==> config.mk <==
export PLATFORM = sky130hd
export DESIGN_NAME = vgis_top
export DESIGN_NICKNAME = d
export VERILOG_FILES = /design/src/inc/vgis_pkg.sv /design/src/inc/vgis_flag_if.sv /design/src/core/vgis_flag_bank.sv /design/src/core/vgis_top.sv
export VERILOG_INCLUDE_DIRS = /design/src /design/src/inc
export SDC_FILE = /design/constraint.sdc
export NUM_CORES = 1
export LEC_CHECK = 0
export BUFFER_PORTS_ARGS = -buffer_cell sky130_fd_sc_hd__buf_4
export CAP_MARGIN = 20
export CORE_MARGIN = 1
export CORE_UTILIZATION = 52
export CTS_BUF_LIST = sky130_fd_sc_hd__clkbuf_8
export DETAILED_ROUTE_END_ITERATION = 10
export PLACE_DENSITY_LB_ADDON = 0.15
export SETUP_SLACK_MARGIN = 0.4
export SLEW_MARGIN = 20
export SYNTH_ARGS = -nofsm -noshare
export SYNTH_HDL_FRONTEND = slang
export SYNTH_SLANG_ARGS = --single-unit
==> constraint.sdc <==
create_clock -name ref_clk_i -period 1.7 [get_ports ref_clk_i]
set_input_delay 0.255 -clock ref_clk_i [delete_from_list [all_inputs] [get_ports ref_clk_i]]
set_output_delay 0.255 -clock ref_clk_i [all_outputs]
set_load 0.01 [all_outputs]
==> src/inc/vgis_regs.svh <==
// Register offsets, field positions and reset values of the status block.
// Assumes it is included by bare name from the package and the design files.
`ifndef VGIS_REGS_SVH
`define VGIS_REGS_SVH

// Register offsets on the device register port.
`define VGIS_ADDR_VMON       8'h62
`define VGIS_ADDR_SUMMARY    8'h63
`define VGIS_ADDR_PIN_LOW    8'h64
`define VGIS_ADDR_LIVE       8'h6A
`define VGIS_ADDR_LEVEL_LOW  8'h6B
`define VGIS_ADDR_LEVEL_HIGH 8'h6C

// Reset value shared by every register of the block.
`define VGIS_RST_BYTE        8'h00

// Monitor flag register bit positions.
`define VGIS_B_RES_TWO       7
`define VGIS_B_UNDER_TWO     6
`define VGIS_B_OVER_TWO      5
`define VGIS_B_RES_ONE       4
`define VGIS_B_UNDER_ONE     3
`define VGIS_B_OVER_ONE      2
`define VGIS_B_UNDER_ANA     1
`define VGIS_B_OVER_ANA      0

// Pin summary register layout.
`define VGIS_B_SUMMARY       3
`define VGIS_B_PIN_TEN       1
`define VGIS_B_PIN_NINE      0
`define VGIS_SUM_RSV_MASK    8'hF4

// Field widths.
`define VGIS_VMON_W          8
`define VGIS_PIN_LOW_W       8
`define VGIS_PIN_HIGH_W      2
`define VGIS_PIN_W           10
`define VGIS_MON_W           3
`define VGIS_RES_W           2

`endif

==> src/inc/vgis_pkg.sv <==
// Types shared by the status block files.
// Assumes the register header sits in the include path.
`include "vgis_regs.svh"

package vgis_pkg;

    // One register byte as seen on the register port.
    typedef logic [7:0] vgis_byte_t;

    // Selector for the register that an access hits.
    typedef enum logic [6:0]
    {
        VGIS_SEL_VMON    = 7'h01,
        VGIS_SEL_SUMMARY = 7'h02,
        VGIS_SEL_PIN_LOW = 7'h04,
        VGIS_SEL_LIVE    = 7'h08,
        VGIS_SEL_LVL_LO  = 7'h10,
        VGIS_SEL_LVL_HI  = 7'h20,
        VGIS_SEL_NONE    = 7'h40
    } vgis_sel_t;

endpackage

==> src/inc/vgis_flag_if.sv <==
// Carrier between the status top and one bank of sticky flags.
// Assumes both ends run on the same clock.
`timescale 1ns/100ps

interface vgis_flag_if #(parameter int W = 8);
    logic [W-1:0] set;    // Set events, one per flag: held levels for the monitors, one-cycle pulses for the pins.
    logic [W-1:0] clr;    // One-cycle clear pulses from a write of ones.
    logic [W-1:0] flags;  // Present sticky flag values.

    // The bank holds the flags.
    modport bank (input set, input clr, output flags);
    // The top feeds events and clears.
    modport user (output set, output clr, input flags);
endinterface

==> src/core/vgis_flag_bank.sv <==
// One bank of sticky flags with write-one-to-clear behaviour.
// Assumes set and clr arrive on the bank clock, already synchronised.
`timescale 1ns/100ps
`include "vgis_regs.svh"

module vgis_flag_bank #(parameter int W = 8)
(
    input  wire logic  ref_clk_i,
    input  wire logic  rst_n_i,
    vgis_flag_if.bank  fl
);

    logic [W-1:0] flags_q;  // Sticky flag storage.
    logic [W-1:0] flags_d;  // Next flag values.

    // A set in the clear cycle wins, so no event is ever lost.
    always_comb
    begin
        flags_d = (flags_q & ~fl.clr) | fl.set;
    end

    // Synchronous reset clears every flag.
    always_ff @(posedge ref_clk_i)
    begin
        if (!rst_n_i)
        begin
            flags_q <= W'(`VGIS_RST_BYTE);
        end
        else
        begin
            flags_q <= flags_d;
        end
    end

    assign fl.flags = flags_q;

endmodule

==> src/core/vgis_top.sv <==
// Latched status for three voltage monitors and ten pins, with its registers.
// Assumes raw comparator and pin levels are asynchronous; pin events are
// one-cycle pulses from edge logic on this clock.
`timescale 1ns/100ps
`include "vgis_regs.svh"

module vgis_top
(
    input  wire logic        ref_clk_i,
    input  wire logic        rst_n_i,
    input  wire logic        reg_wr_i,
    input  wire logic        reg_rd_i,
    input  wire logic [7:0]  reg_addr_i,
    input  wire logic [7:0]  reg_wdata_i,
    output logic      [7:0]  reg_rdata_o,
    input  wire logic [2:0]  mon_under_raw_i,
    input  wire logic [2:0]  mon_over_raw_i,
    input  wire logic [1:0]  mon_residual_raw_i,
    input  wire logic        voltage_check_raw_i,
    input  wire logic [9:0]  pin_level_raw_i,
    input  wire logic [9:0]  pin_event_i,
    output logic             irq_o
);

    localparam int SW = 2 * `VGIS_MON_W + `VGIS_RES_W + 1 + `VGIS_PIN_W;

    logic [SW-1:0]              sync1_q;   // First stage, read by second only.
    logic [SW-1:0]              sync2_q;   // Second stage, safe for logic.
    logic [`VGIS_MON_W-1:0]     under_s;   // Synced undervoltage levels.
    logic [`VGIS_MON_W-1:0]     over_s;    // Synced overvoltage levels.
    logic [`VGIS_RES_W-1:0]     res_s;     // Synced residual levels.
    logic                       chk_s;     // Synced voltage check window.
    logic [`VGIS_PIN_W-1:0]     lvl_s;     // Synced pin levels.
    vgis_pkg::vgis_byte_t       live_q;    // Live comparator status.
    vgis_pkg::vgis_byte_t       live_d;
    vgis_pkg::vgis_byte_t       rsv_q;     // Reserved summary bits.
    vgis_pkg::vgis_byte_t       rsv_d;
    vgis_pkg::vgis_byte_t       rdata_q;   // Registered read data.
    vgis_pkg::vgis_byte_t       rdata_d;
    logic                       irq_q;     // Registered interrupt request.
    logic                       irq_d;
    vgis_pkg::vgis_sel_t        sel;       // Decoded register selector.
    logic                       summary;   // Pin 1-8 pending summary.

    vgis_flag_if #(.W(`VGIS_VMON_W))     vmon_if ();
    vgis_flag_if #(.W(`VGIS_PIN_LOW_W))  low_if ();
    vgis_flag_if #(.W(`VGIS_PIN_HIGH_W)) high_if ();

    // Address decode, used by both the write and the read path.
    function automatic vgis_pkg::vgis_sel_t decode(input logic [7:0] a);
        case (a)
            `VGIS_ADDR_VMON:       decode = vgis_pkg::VGIS_SEL_VMON;
            `VGIS_ADDR_SUMMARY:    decode = vgis_pkg::VGIS_SEL_SUMMARY;
            `VGIS_ADDR_PIN_LOW:    decode = vgis_pkg::VGIS_SEL_PIN_LOW;
            `VGIS_ADDR_LIVE:       decode = vgis_pkg::VGIS_SEL_LIVE;
            `VGIS_ADDR_LEVEL_LOW:  decode = vgis_pkg::VGIS_SEL_LVL_LO;
            `VGIS_ADDR_LEVEL_HIGH: decode = vgis_pkg::VGIS_SEL_LVL_HI;
            default:               decode = vgis_pkg::VGIS_SEL_NONE;
        endcase
    endfunction

    // Comparators and pin levels are asynchronous, so all pass two flops.
    always_ff @(posedge ref_clk_i)
    begin
        if (!rst_n_i)
        begin
            sync1_q <= '0;
            sync2_q <= '0;
        end
        else
        begin
            sync1_q <= {voltage_check_raw_i, mon_residual_raw_i, mon_over_raw_i,
                        mon_under_raw_i, pin_level_raw_i};
            sync2_q <= sync1_q;
        end
    end

    // Slices of the second stage; the first stage is never looked at.
    assign {chk_s, res_s, over_s, under_s, lvl_s} = sync2_q;
    assign sel = decode(reg_addr_i);

    // Monitor flag events; residual only counts inside the check window.
    always_comb
    begin
        vmon_if.set = '0;
        vmon_if.set[`VGIS_B_RES_TWO]   = chk_s & res_s[1];
        vmon_if.set[`VGIS_B_RES_ONE]   = chk_s & res_s[0];
        vmon_if.set[`VGIS_B_UNDER_TWO] = under_s[2];
        vmon_if.set[`VGIS_B_UNDER_ONE] = under_s[1];
        vmon_if.set[`VGIS_B_UNDER_ANA] = under_s[0];
        vmon_if.set[`VGIS_B_OVER_TWO]  = over_s[2];
        vmon_if.set[`VGIS_B_OVER_ONE]  = over_s[1];
        vmon_if.set[`VGIS_B_OVER_ANA]  = over_s[0];
        // Pin n lands at bit n-1; pins 9 and 10 go to the summary register.
        low_if.set  = pin_event_i[`VGIS_PIN_LOW_W-1:0];
        high_if.set = pin_event_i[`VGIS_PIN_W-1:`VGIS_PIN_LOW_W];
    end

    // Clears only where a one is written; zeros leave flags alone.
    always_comb
    begin
        vmon_if.clr = '0;
        low_if.clr  = '0;
        high_if.clr = '0;
        if (reg_wr_i)
        begin
            case (sel)
                vgis_pkg::VGIS_SEL_VMON:    vmon_if.clr = reg_wdata_i;
                vgis_pkg::VGIS_SEL_PIN_LOW: low_if.clr  = reg_wdata_i;
                vgis_pkg::VGIS_SEL_SUMMARY:
                    high_if.clr = reg_wdata_i[`VGIS_PIN_HIGH_W-1:0];
                default:                    vmon_if.clr = '0;
            endcase
        end
    end

    vgis_flag_bank #(.W(`VGIS_VMON_W)) u_vmon
    (
        .ref_clk_i (ref_clk_i),
        .rst_n_i   (rst_n_i),
        .fl        (vmon_if)
    );

    vgis_flag_bank #(.W(`VGIS_PIN_LOW_W)) u_pin_low
    (
        .ref_clk_i (ref_clk_i),
        .rst_n_i   (rst_n_i),
        .fl        (low_if)
    );

    vgis_flag_bank #(.W(`VGIS_PIN_HIGH_W)) u_pin_high
    (
        .ref_clk_i (ref_clk_i),
        .rst_n_i   (rst_n_i),
        .fl        (high_if)
    );

    // Summary has no storage, so it drops the moment the pin flags clear.
    assign summary = |low_if.flags;

    // Live status, reserved bits, read data and interrupt next values.
    always_comb
    begin
        live_d  = {2'h0, under_s[2], over_s[2], under_s[1], over_s[1],
                   under_s[0], over_s[0]};
        rsv_d   = rsv_q;
        if (reg_wr_i && sel == vgis_pkg::VGIS_SEL_SUMMARY)
        begin
            rsv_d = reg_wdata_i & `VGIS_SUM_RSV_MASK;
        end
        rdata_d = rdata_q;
        if (reg_rd_i)
        begin
            case (sel)
                vgis_pkg::VGIS_SEL_VMON:    rdata_d = vmon_if.flags;
                vgis_pkg::VGIS_SEL_SUMMARY:
                    rdata_d = rsv_q | (8'(summary) << `VGIS_B_SUMMARY)
                              | {6'h00, high_if.flags};
                vgis_pkg::VGIS_SEL_PIN_LOW: rdata_d = low_if.flags;
                vgis_pkg::VGIS_SEL_LIVE:    rdata_d = live_q;
                vgis_pkg::VGIS_SEL_LVL_LO:
                    rdata_d = lvl_s[`VGIS_PIN_LOW_W-1:0];
                vgis_pkg::VGIS_SEL_LVL_HI:
                    rdata_d = {6'h00, lvl_s[`VGIS_PIN_W-1:`VGIS_PIN_LOW_W]};
                default:                    rdata_d = `VGIS_RST_BYTE;
            endcase
        end
        // Follows the flags one cycle later; a trade of latency for a clean flop.
        irq_d = (|vmon_if.flags) | summary | (|high_if.flags);
    end

    // Register stage for the group above.
    always_ff @(posedge ref_clk_i)
    begin
        if (!rst_n_i)
        begin
            live_q  <= `VGIS_RST_BYTE;
            rsv_q   <= `VGIS_RST_BYTE;
            rdata_q <= `VGIS_RST_BYTE;
            irq_q   <= 1'b0;
        end
        else
        begin
            live_q  <= live_d;
            rsv_q   <= rsv_d;
            rdata_q <= rdata_d;
            irq_q   <= irq_d;
        end
    end

    assign reg_rdata_o = rdata_q;
    assign irq_o       = irq_q;
endmodule

### Yosys cells after proc, flatten, opt, wreduce, memory -nomap -nowiden

Cells that the tools add are included.

* bits in registers: 78
* word-level logic and storage cells: 49

* eq/ne operators: 12
* multiplexer cells: 8
* bitwise gates (word level): 15
* reduce and logical (&&, ||, !) cells: 4

Operator list (count)
* $eq 8x7->1 const B: 6
* $pmux 8 s6: 1
* $pmux 7 s6: 1
* $mux 8: 4
* $and 8x8->8: 2
* $not 8->8: 2
* $or 8x8->8: 2
* $reduce_or 8->1: 2
* $or 8x2->8: 1
* $or 8x4->8: 1
* $eq 7x1->1 const B: 1
* $eq 7x2->1 const B: 1
* $eq 7x3->1 const B: 1
* $eq 7x4->1 const B: 1
* $eq 7x5->1 const B: 1
* $eq 7x6->1 const B: 1
* $mux 2: 2
* $and 1x1->1: 2
* $and 2x2->2: 1
* $not 2->2: 1
* $or 1x1->1: 2
* $or 2x2->2: 1
* $reduce_or 2->1: 1
* $logic_and 1x1->1: 1

### Longest topological paths before layout

Gate-level depths: netlist (run 1).

* depth in word-level cells: 8
* gate-level depth with buffers: 6
* depth with buffers taken out: 5

### Cells and area by module

From an unflattened synthesis (run 1), not the netlist that was laid out.

* cells, all modules: 274
* area total of the unflattened synthesis: 3010.4 um^2

By module, submodules not included
* vgis_top: instances 1, cells each 218, area each 2252.2 um^2, sequential area each 1161.1 um^2
* vgis_flag_bank at u_pin_low ...: instances 2, cells each 25, area each 337.8 um^2, sequential area each 160.2 um^2
* vgis_flag_bank at u_pin_high: instances 1, cells each 6, area each 82.6 um^2, sequential area each 40.0 um^2

### Least setup slack after synthesis (run 1)

No wires, ideal clock.

* path type: input -> register
* from: in reg_addr_i[4]
* to: reg u_pin_high.flags_q[1] (netlist: u_pin_high.fl.flags[1])
* setup time: 115 ps
* arrival: 1372 ps
* setup slack: 213 ps
* stages: 6
* cells stage by stage: nand4bb_4 -> nor4b_4 -> and2_1 -> buf_4 -> a21boi_0 -> o21a_1

* cells in the longest elaborated chain, start to end: 8
* elaborated cells between the ends (all ways): 13
* classes of those cells: eq/ne: 7; mux: 3; bitwise: 3

Ends and longest elaborated chain
* start: declaration: RTL line vgis_top.sv:13 `input wire logic [7:0] reg_addr_i,`
* $eq 8x7->1: RTL line vgis_top.sv:51 `case (a)`
* $pmux 7 s6 (*): RTL line vgis_top.sv:51
* $eq 7x2->1 (*): RTL line vgis_top.sv:107 `case (sel)`
* $mux 2 (*): RTL line vgis_top.sv:107
* $mux 2 (*): RTL line vgis_top.sv:105 `if (reg_wr_i)`
* $not 2->2 (*): RTL line vgis_flag_bank.sv:19 `flags_d = (flags_q & ~fl.clr) | fl.set;`
* $and 2x2->2 (*): RTL line vgis_flag_bank.sv:19
* $or 2x2->2 (*): RTL line vgis_flag_bank.sv:19
* end signal: assignment: RTL line vgis_flag_bank.sv:27 `` flags_q <= W'(`VGIS_RST_BYTE); ``
* end signal: assignment: RTL line vgis_flag_bank.sv:31 `flags_q <= flags_d;`
* end: declaration: RTL line vgis_flag_bank.sv:13 `logic [W-1:0] flags_q;`

Every way passes the cells marked *; elsewhere a longest branch is shown, timed or not.
A chain may end at the register's enable or synchronous reset.

### Worst setup path in the final report (run 1)

* from: reg u_pin_low.flags_q[1] (netlist: u_pin_low.fl.flags[1])
* to: reg rdata_q[3] (netlist: reg_rdata_o[3])

* cells in the longest elaborated chain, start to end: 4

Ends and longest elaborated chain
* start: declaration: RTL line vgis_flag_bank.sv:13
* start signal: assignment: RTL line vgis_flag_bank.sv:27
* start signal: assignment: RTL line vgis_flag_bank.sv:31
* $reduce_or 8->1: RTL line vgis_top.sv:139 `assign summary = |low_if.flags;`
* $or 8x4->8: RTL line vgis_top.sv:157 `` rdata_d = rsv_q | (8'(summary) << `VGIS_B_SUMMARY) ``
* $or 8x2->8: RTL line vgis_top.sv:157
* $pmux 8 s6: RTL line vgis_top.sv:154 `case (sel)`
* end signal: assignment: RTL line vgis_top.sv:179 `` rdata_q <= `VGIS_RST_BYTE; ``
* end signal: assignment: RTL line vgis_top.sv:186 `rdata_q <= rdata_d;`
* end: declaration: RTL line vgis_top.sv:38 `vgis_pkg::vgis_byte_t rdata_q;`

Every way passes these cells.

==> impl_metrics.json, run 1 <==
{
  "status": "completed",
  "crit_chain": "nor4_4, nand3_1, o21ai_0, o22a_1, o21ai_0",
  "synth_compound_area_share_pct": 13.5,
  "crit_path_start_kind": "register",
  "ys_seq_area_share_pct": 55.4,
  "critPathArrivalTime_ns": 1.52,
  "grt.total_usage_pct": 24.5,
  "vias": 2107,
  "cp_max_fo": 3,
  "synthesis.nets": 317,
  "via_per_inst": 5.15,
  "irDropWorstVdd_v": 0.000877,
  "slew_violations": 0,
  "use_met1_pct": 29.9,
  "reg2reg_slack_ns": 0.40,
  "totalWireLength_um": 6160,
  "core_mm2": 0.00511,
  "dieWidth_um": 74.7,
  "max_freq_ghz": 0.769,
  "post_cts_buffers": 0,
  "cts_made_buffers": 9,
  "cts_root_buffer": "clkbuf_8",
  "die_h_um": 74.7,
  "grt_pass1_vias": 2032,
  "clock_skew_ns": 0.0112,
  "die_area_mm2": 0.00557,
  "placementRows": 26,
  "final_core_util_pct": 69.6,
  "synth_area_mm2": 0.00275,
  "tns_ns": 0,
  "gr-total-overflow": 0,
  "start_util_pct": 53.7,
  "fin_crit_sh_pct": 76.5,
  "holdWs_ns": 0.119,
  "met2_usage_pct": 39.6,
  "avgRoutedWirePerCell_um": 15.1,
  "grt_pass1_wl_um": 9710,
  "synth_top_family_by_area": "simple AND/OR/NAND/NOR gates",
  "drc": 0,
  "synth.mux.area_fraction_pct": 5.93,
  "synth.yosys.warnings": 0,
  "required_ns": 1.92,
  "firstDrtPassIters": 5,
  "maxCapViolCount": 0,
  "hpwl_um": 4480,
  "synth_cell_types": 37,
  "drive_gt1_share_pct": 28.9,
  "portBuffers": 57,
  "grt_max_degree": 56,
  "critPathCaptureType": "register",
  "hold_class": "in2reg",
  "finalSetupViolCount": 0,
  "powerDensity_mw_per_mm2": 1030,
  "antenna_cells": 0,
  "synth_area_per_cell_um2": 10.2,
  "drtAntennaViolNets": 0,
  "area_delta_synth_final_pct": 29.5,
  "critical_path_class": "reg2reg",
  "clk_path_buf_depth": 2,
  "synth_fa_ha_area_share_pct": 0,
  "cp_slowest_cell": "nor4_4",
  "slew-limit-headroom_pct": 71.2,
  "synth_ff_type": "dfxtp_1",
  "insertion_delay_ns": 0.34,
  "synthArstFlopShare_pct": 0,
  "ys_ff_latch": 76,
  "fillers": 409,
  "crit_family": "simple AND/OR/NAND/NOR gates",
  "final_common_cell": "dfxtp_1",
  "mostFrequentLayoutCells": "dfxtp_1 (75), buf_4 (67), and2_1 (44)",
  "clkTransAtPathRegs_ns": 0.07,
  "worst_pin_slew_ns": 0.432,
  "cp_num_buf_inv": 0,
  "rsz0062_at_grt": "yes",
  "grt_antenna_before_repair": 0,
  "min_period_ns": 1.30,
  "fin_nets": 384,
  "grt-busiest-layer": "met2",
  "cts_tree": "built",
  "synthSimpleGateAreaFrac_pct": 22.5,
  "drt_iter0_drc": 151,
  "crit_top_cell": "o21ai_0",
  "io_pins": 58,
  "synth_edf_count": 0,
  "grtUsageMet3_pct": 6.69,
  "htree_levels": 3,
  "place.gp.congestion": 0.897,
  "total_leakage_power_nw": 1.48,
  "synthXorXnorAreaFrac_pct": 0,
  "hold_violations": 0,
  "cpPeakStageDelay_ns": 0.38,
  "clock_sinks": 76,
  "syn_inst": 268
}
metrics by stage:
step	std cells	total power, mW	worst slack (ns)	instance area [um^2]
floorplan	268	2.06	0.222	2760
global placement	394	2.21	0.0867	3300
detailed placement	394	2.22	0.0705	3300
CTS	409	3.68	0.380	3530
global route	409	3.81	0.364	3550
finish	409	3.66	0.400	3550
worst register-to-register path: stages (launching register included):
cell	delay (ns)
dfxtp_1	0.37
nor4_4	0.38
nand3_1	0.12
o21ai_0	0.09
o22a_1	0.15
o21ai_0	0.07
routing by layer:
layer,part of all wire [%],up-vias
li1,-,1053
met1,45,975
met2,47,69
met3,4.5,10
met4,2.5,0
met5,0,-
final cells by class:
class / instances / area [um^2] / area share, %
clock buffer: 10 / 138 / 3.87
clock inverter: 5 / 77.6 / 2.18
inverter: 6 / 22.5 / 0.634
multi-input combinational: 175 / 1200 / 33.9
sequential: 76 / 1520 / 42.8
tap: 70 / 87.6 / 2.46
timing repair buffer: 67 / 503 / 14.1
kinds of logic after synthesis:
logic type      after synthesis
flops                        76
simple gates                103
buf+inv                      17
compound gates               56
mux                          16
registers in the layout (all words and copies together) (netlist names):
signal / cells
live_q: 6
u_pin_high.fl.flags: 2
rsv_q: 5
u_pin_low.fl.flags: 8
irq_o: 1
sync1_q: 19
u_vmon.fl.flags: 8
reg_rdata_o: 8
sync2_q: 19
power breakdown:
group	total [mW]	switching, mW	internal (mW)
sequential	1.90	0.0435	1.85
combinational	0.300	0.130	0.169
clock	1.47	0.613	0.853
total	3.66	0.787	2.88
cells in the mapped netlist (all sizes together) (4+ instances only):
cell | instances | area [um^2]
inv | 6 | 22.5
and2 | 46 | 288
nor2 | 17 | 63.8
mux2i | 14 | 140
nor4 | 4 | 40.0
a21oi | 10 | 50.1
o21a | 8 | 60.1
nand2 | 16 | 60.1
a21boi | 8 | 60.1
o21ai | 14 | 70.1
dfxtp | 76 | 1520
nand3 | 6 | 30.0
clkbuf | 8 | 30.0
path summary, 6_finish.rpt:
check | startpoint | end | cells past startpoint
worst max-delay path | u_pin_low.fl.flags[1]$_SDFF_PN0_ | reg_rdata_o[3]$_SDFFE_PN0P_ | 5
worst min-delay path | pin_level_raw_i[5] | sync1_q[5]$_SDFF_PN0_ | 2
worst max register to register | u_pin_low.fl.flags[1]$_SDFF_PN0_ | reg_rdata_o[3]$_SDFFE_PN0P_ | 5
worst min register to register | sync1_q[10]$_SDFF_PN0_ | sync2_q[10]$_SDFF_PN0_ | 1
what timing repair did:
action / 4_1_cts / 5_1_grt
gates cloned: 0 / 0
pin swaps: 0 / 1
endpoints found under the setup margin: 2 / 11
gates resized for setup: 5 / 7
hold endpoints to repair: 0 / 0
hold buffers: 0 / 0
Power figures use the tool's default switching activity.
==> inputs of run 2 (changes only) <==
- CORE_UTILIZATION: 52 -> 50
- clock period: 1.7 -> 1.05 ns (I/O delays scaled with it)
==> impl_metrics.json, run 2 (synthesized netlist as in run 1, its figures left out) <==
{
  "status": "finished with violations",
  "violations": "setup timing",
  "cpPeakStageDelay_ns": 0.55,
  "clkTransAtPathRegs_ns": 0.08,
  "slew-limit-headroom_pct": 67.3,
  "max_freq_ghz": 0.777,
  "place.gp.congestion": 0.928,
  "finalInstanceArea_mm2": 0.00408,
  "vias": 2354,
  "worst_pin_slew_ns": 0.487,
  "io_pins": 58,
  "switching_power_mw": 1.39,
  "reg.largest.list": "sync1_q x19, sync2_q x19",
  "hold_class": "in2reg",
  "grt_antenna_before_repair": 0,
  "combPwrFrac_pct": 12.1,
  "irDropWorstVdd_v": 0.00145,
  "dieWidth_um": 76.1,
  "avgRoutedWirePerCell_um": 16.9,
  "via_per_inst": 5.36,
  "final_core_util_pct": 78.5,
  "die_h_um": 76.1,
  "portBuffers": 57,
  "required_ns": 1.26,
  "min_period_ns": 1.29,
  "powerDensity_mw_per_mm2": 1370,
  "critical_path_class": "reg2reg",
  "grt.total_usage_pct": 26.0,
  "rsz0062_at_grt": "yes",
  "cp_max_fo": 3,
  "cp_num_buf_inv": 0,
  "drtAntennaViolNets": 0,
  "crit_chain": "or4_4, nor3_4, a41oi_2",
  "finalSetupViolCount": 27,
  "fin_nets": 415,
  "hpwl_um": 4980,
  "clock_skew_ns": 0.00903,
  "cts_made_buffers": 9,
  "gr-total-overflow": 0,
  "antenna_cells": 0,
  "insertion_delay_ns": 0.35,
  "grt_pass1_vias": 2364,
  "place_area_mm2": 0.00353,
  "slew_violations": 0,
  "clk_path_buf_depth": 2,
  "tns_ns": -1.57,
  "holdWs_ns": 0.0182,
  "grt_pass1_wl_um": 11500,
  "htree_levels": 3,
  "critPathArrivalTime_ns": 1.49,
  "totalWireLength_um": 7440,
  "drc": 0,
  "fin_crit_sh_pct": 123,
  "final_common_cell": "buf_4",
  "drive_gt1_share_pct": 49.1,
  "start_util_pct": 52.7,
  "drt_iter0_drc": 143,
  "crit_path_start_kind": "register",
  "mostFrequentLayoutCells": "buf_4 (75), dfxtp_1 (59), and2_1 (44)",
  "die_area_mm2": 0.00579,
  "setup_slack_ns": -0.238,
  "firstDrtPassIters": 4,
  "total_power_mw": 5.60,
  "power_frac_seq_pct": 55.0,
  "area_delta_synth_final_pct": 48.8,
  "switching_share_pct": 24.8,
  "maxCapViolCount": 0,
  "total_leakage_power_nw": 1.72,
  "hold_violations": 0,
  "fin_cells": 439,
  "crit_family": "simple AND/OR/NAND/NOR gates",
  "cts_tree": "built",
  "dp_slack_ns": -0.455,
  "grt_max_degree": 43,
  "core_mm2": 0.00520,
  "internal-power_mw": 4.21,
  "placementRows": 26,
  "critPathCaptureType": "register",
  "cts_hold_buf": 0,
  "cts_root_buffer": "clkbuf_8",
  "cp_slowest_cell": "or4_4",
  "clockPowerShare_pct": 32.9,
  "clock_sinks": 76,
  "dp_cells": 420
}
run 2: changes by cell type in the layout (fill, tap and decap cells not counted), sizes merged:
cell      before  now
clkinvlp       0    1
inv            7    6
clkinv         2    4
buf           67   98
clkbuf        10    9
bufinv         2    0
run 2: metal layers:
metal / wire (um) / vias up / global-route usage, %
met5: 0 / - / 0
li1: - / 1118 / -
met4: 418 / 0 / 19.2
met2: 3570 / 108 / 42.9
met1: 3030 / 1093 / 29.9
met3: 418 / 35 / 5.39
run 2: power groups by stage:
stage | clock network [mW] | registers (mW) | logic [mW]
6_report | 1.84 | 3.08 | 0.677
5_1_grt | 2.02 | 3.09 | 0.719
4_1_cts | 1.84 | 3.07 | 0.623
3_5_place_dp | 0 | 3.12 | 0.567
3_3_place_gp | 0 | 3.12 | 0.552
2_1_floorplan | 0 | 3.11 | 0.261
run 2: worst paths after layout:
kind	slack (ns)	end	cells after the start	from
max reg2reg	-0.24	irq_o$_SDFF_PN0_	3	u_pin_high.fl.flags[1]$_SDFF_PN0_
min	0.02	sync1_q[2]$_SDFF_PN0_	2	pin_level_raw_i[2]
min reg2reg	0.43	sync2_q[3]$_SDFF_PN0_	1	sync1_q[3]$_SDFF_PN0_
max	-0.24	irq_o$_SDFF_PN0_	3	u_pin_high.fl.flags[1]$_SDFF_PN0_
run 2: layout make-up:
| cell class | count | area (um^2) |
|---|---|---|
| clock buffer | 9 | 124 |
| sequential | 76 | 1540 |
| inverter | 6 | 22.5 |
| fill | 336 | 1120 |
| clock inverter | 5 | 31.3 |
| timing repair buffer | 98 | 848 |
| multi-input combinational | 175 | 1430 |
| tap | 70 | 87.6 |
run 2: what timing repair did:
item / 4_1_cts / 5_1_grt
pin swaps: 33 / 23
gates resized for setup: 79 / 25
cloned: 0 / 0
setup buffers: 3 / 2
endpoints found under the setup margin: 41 / 41
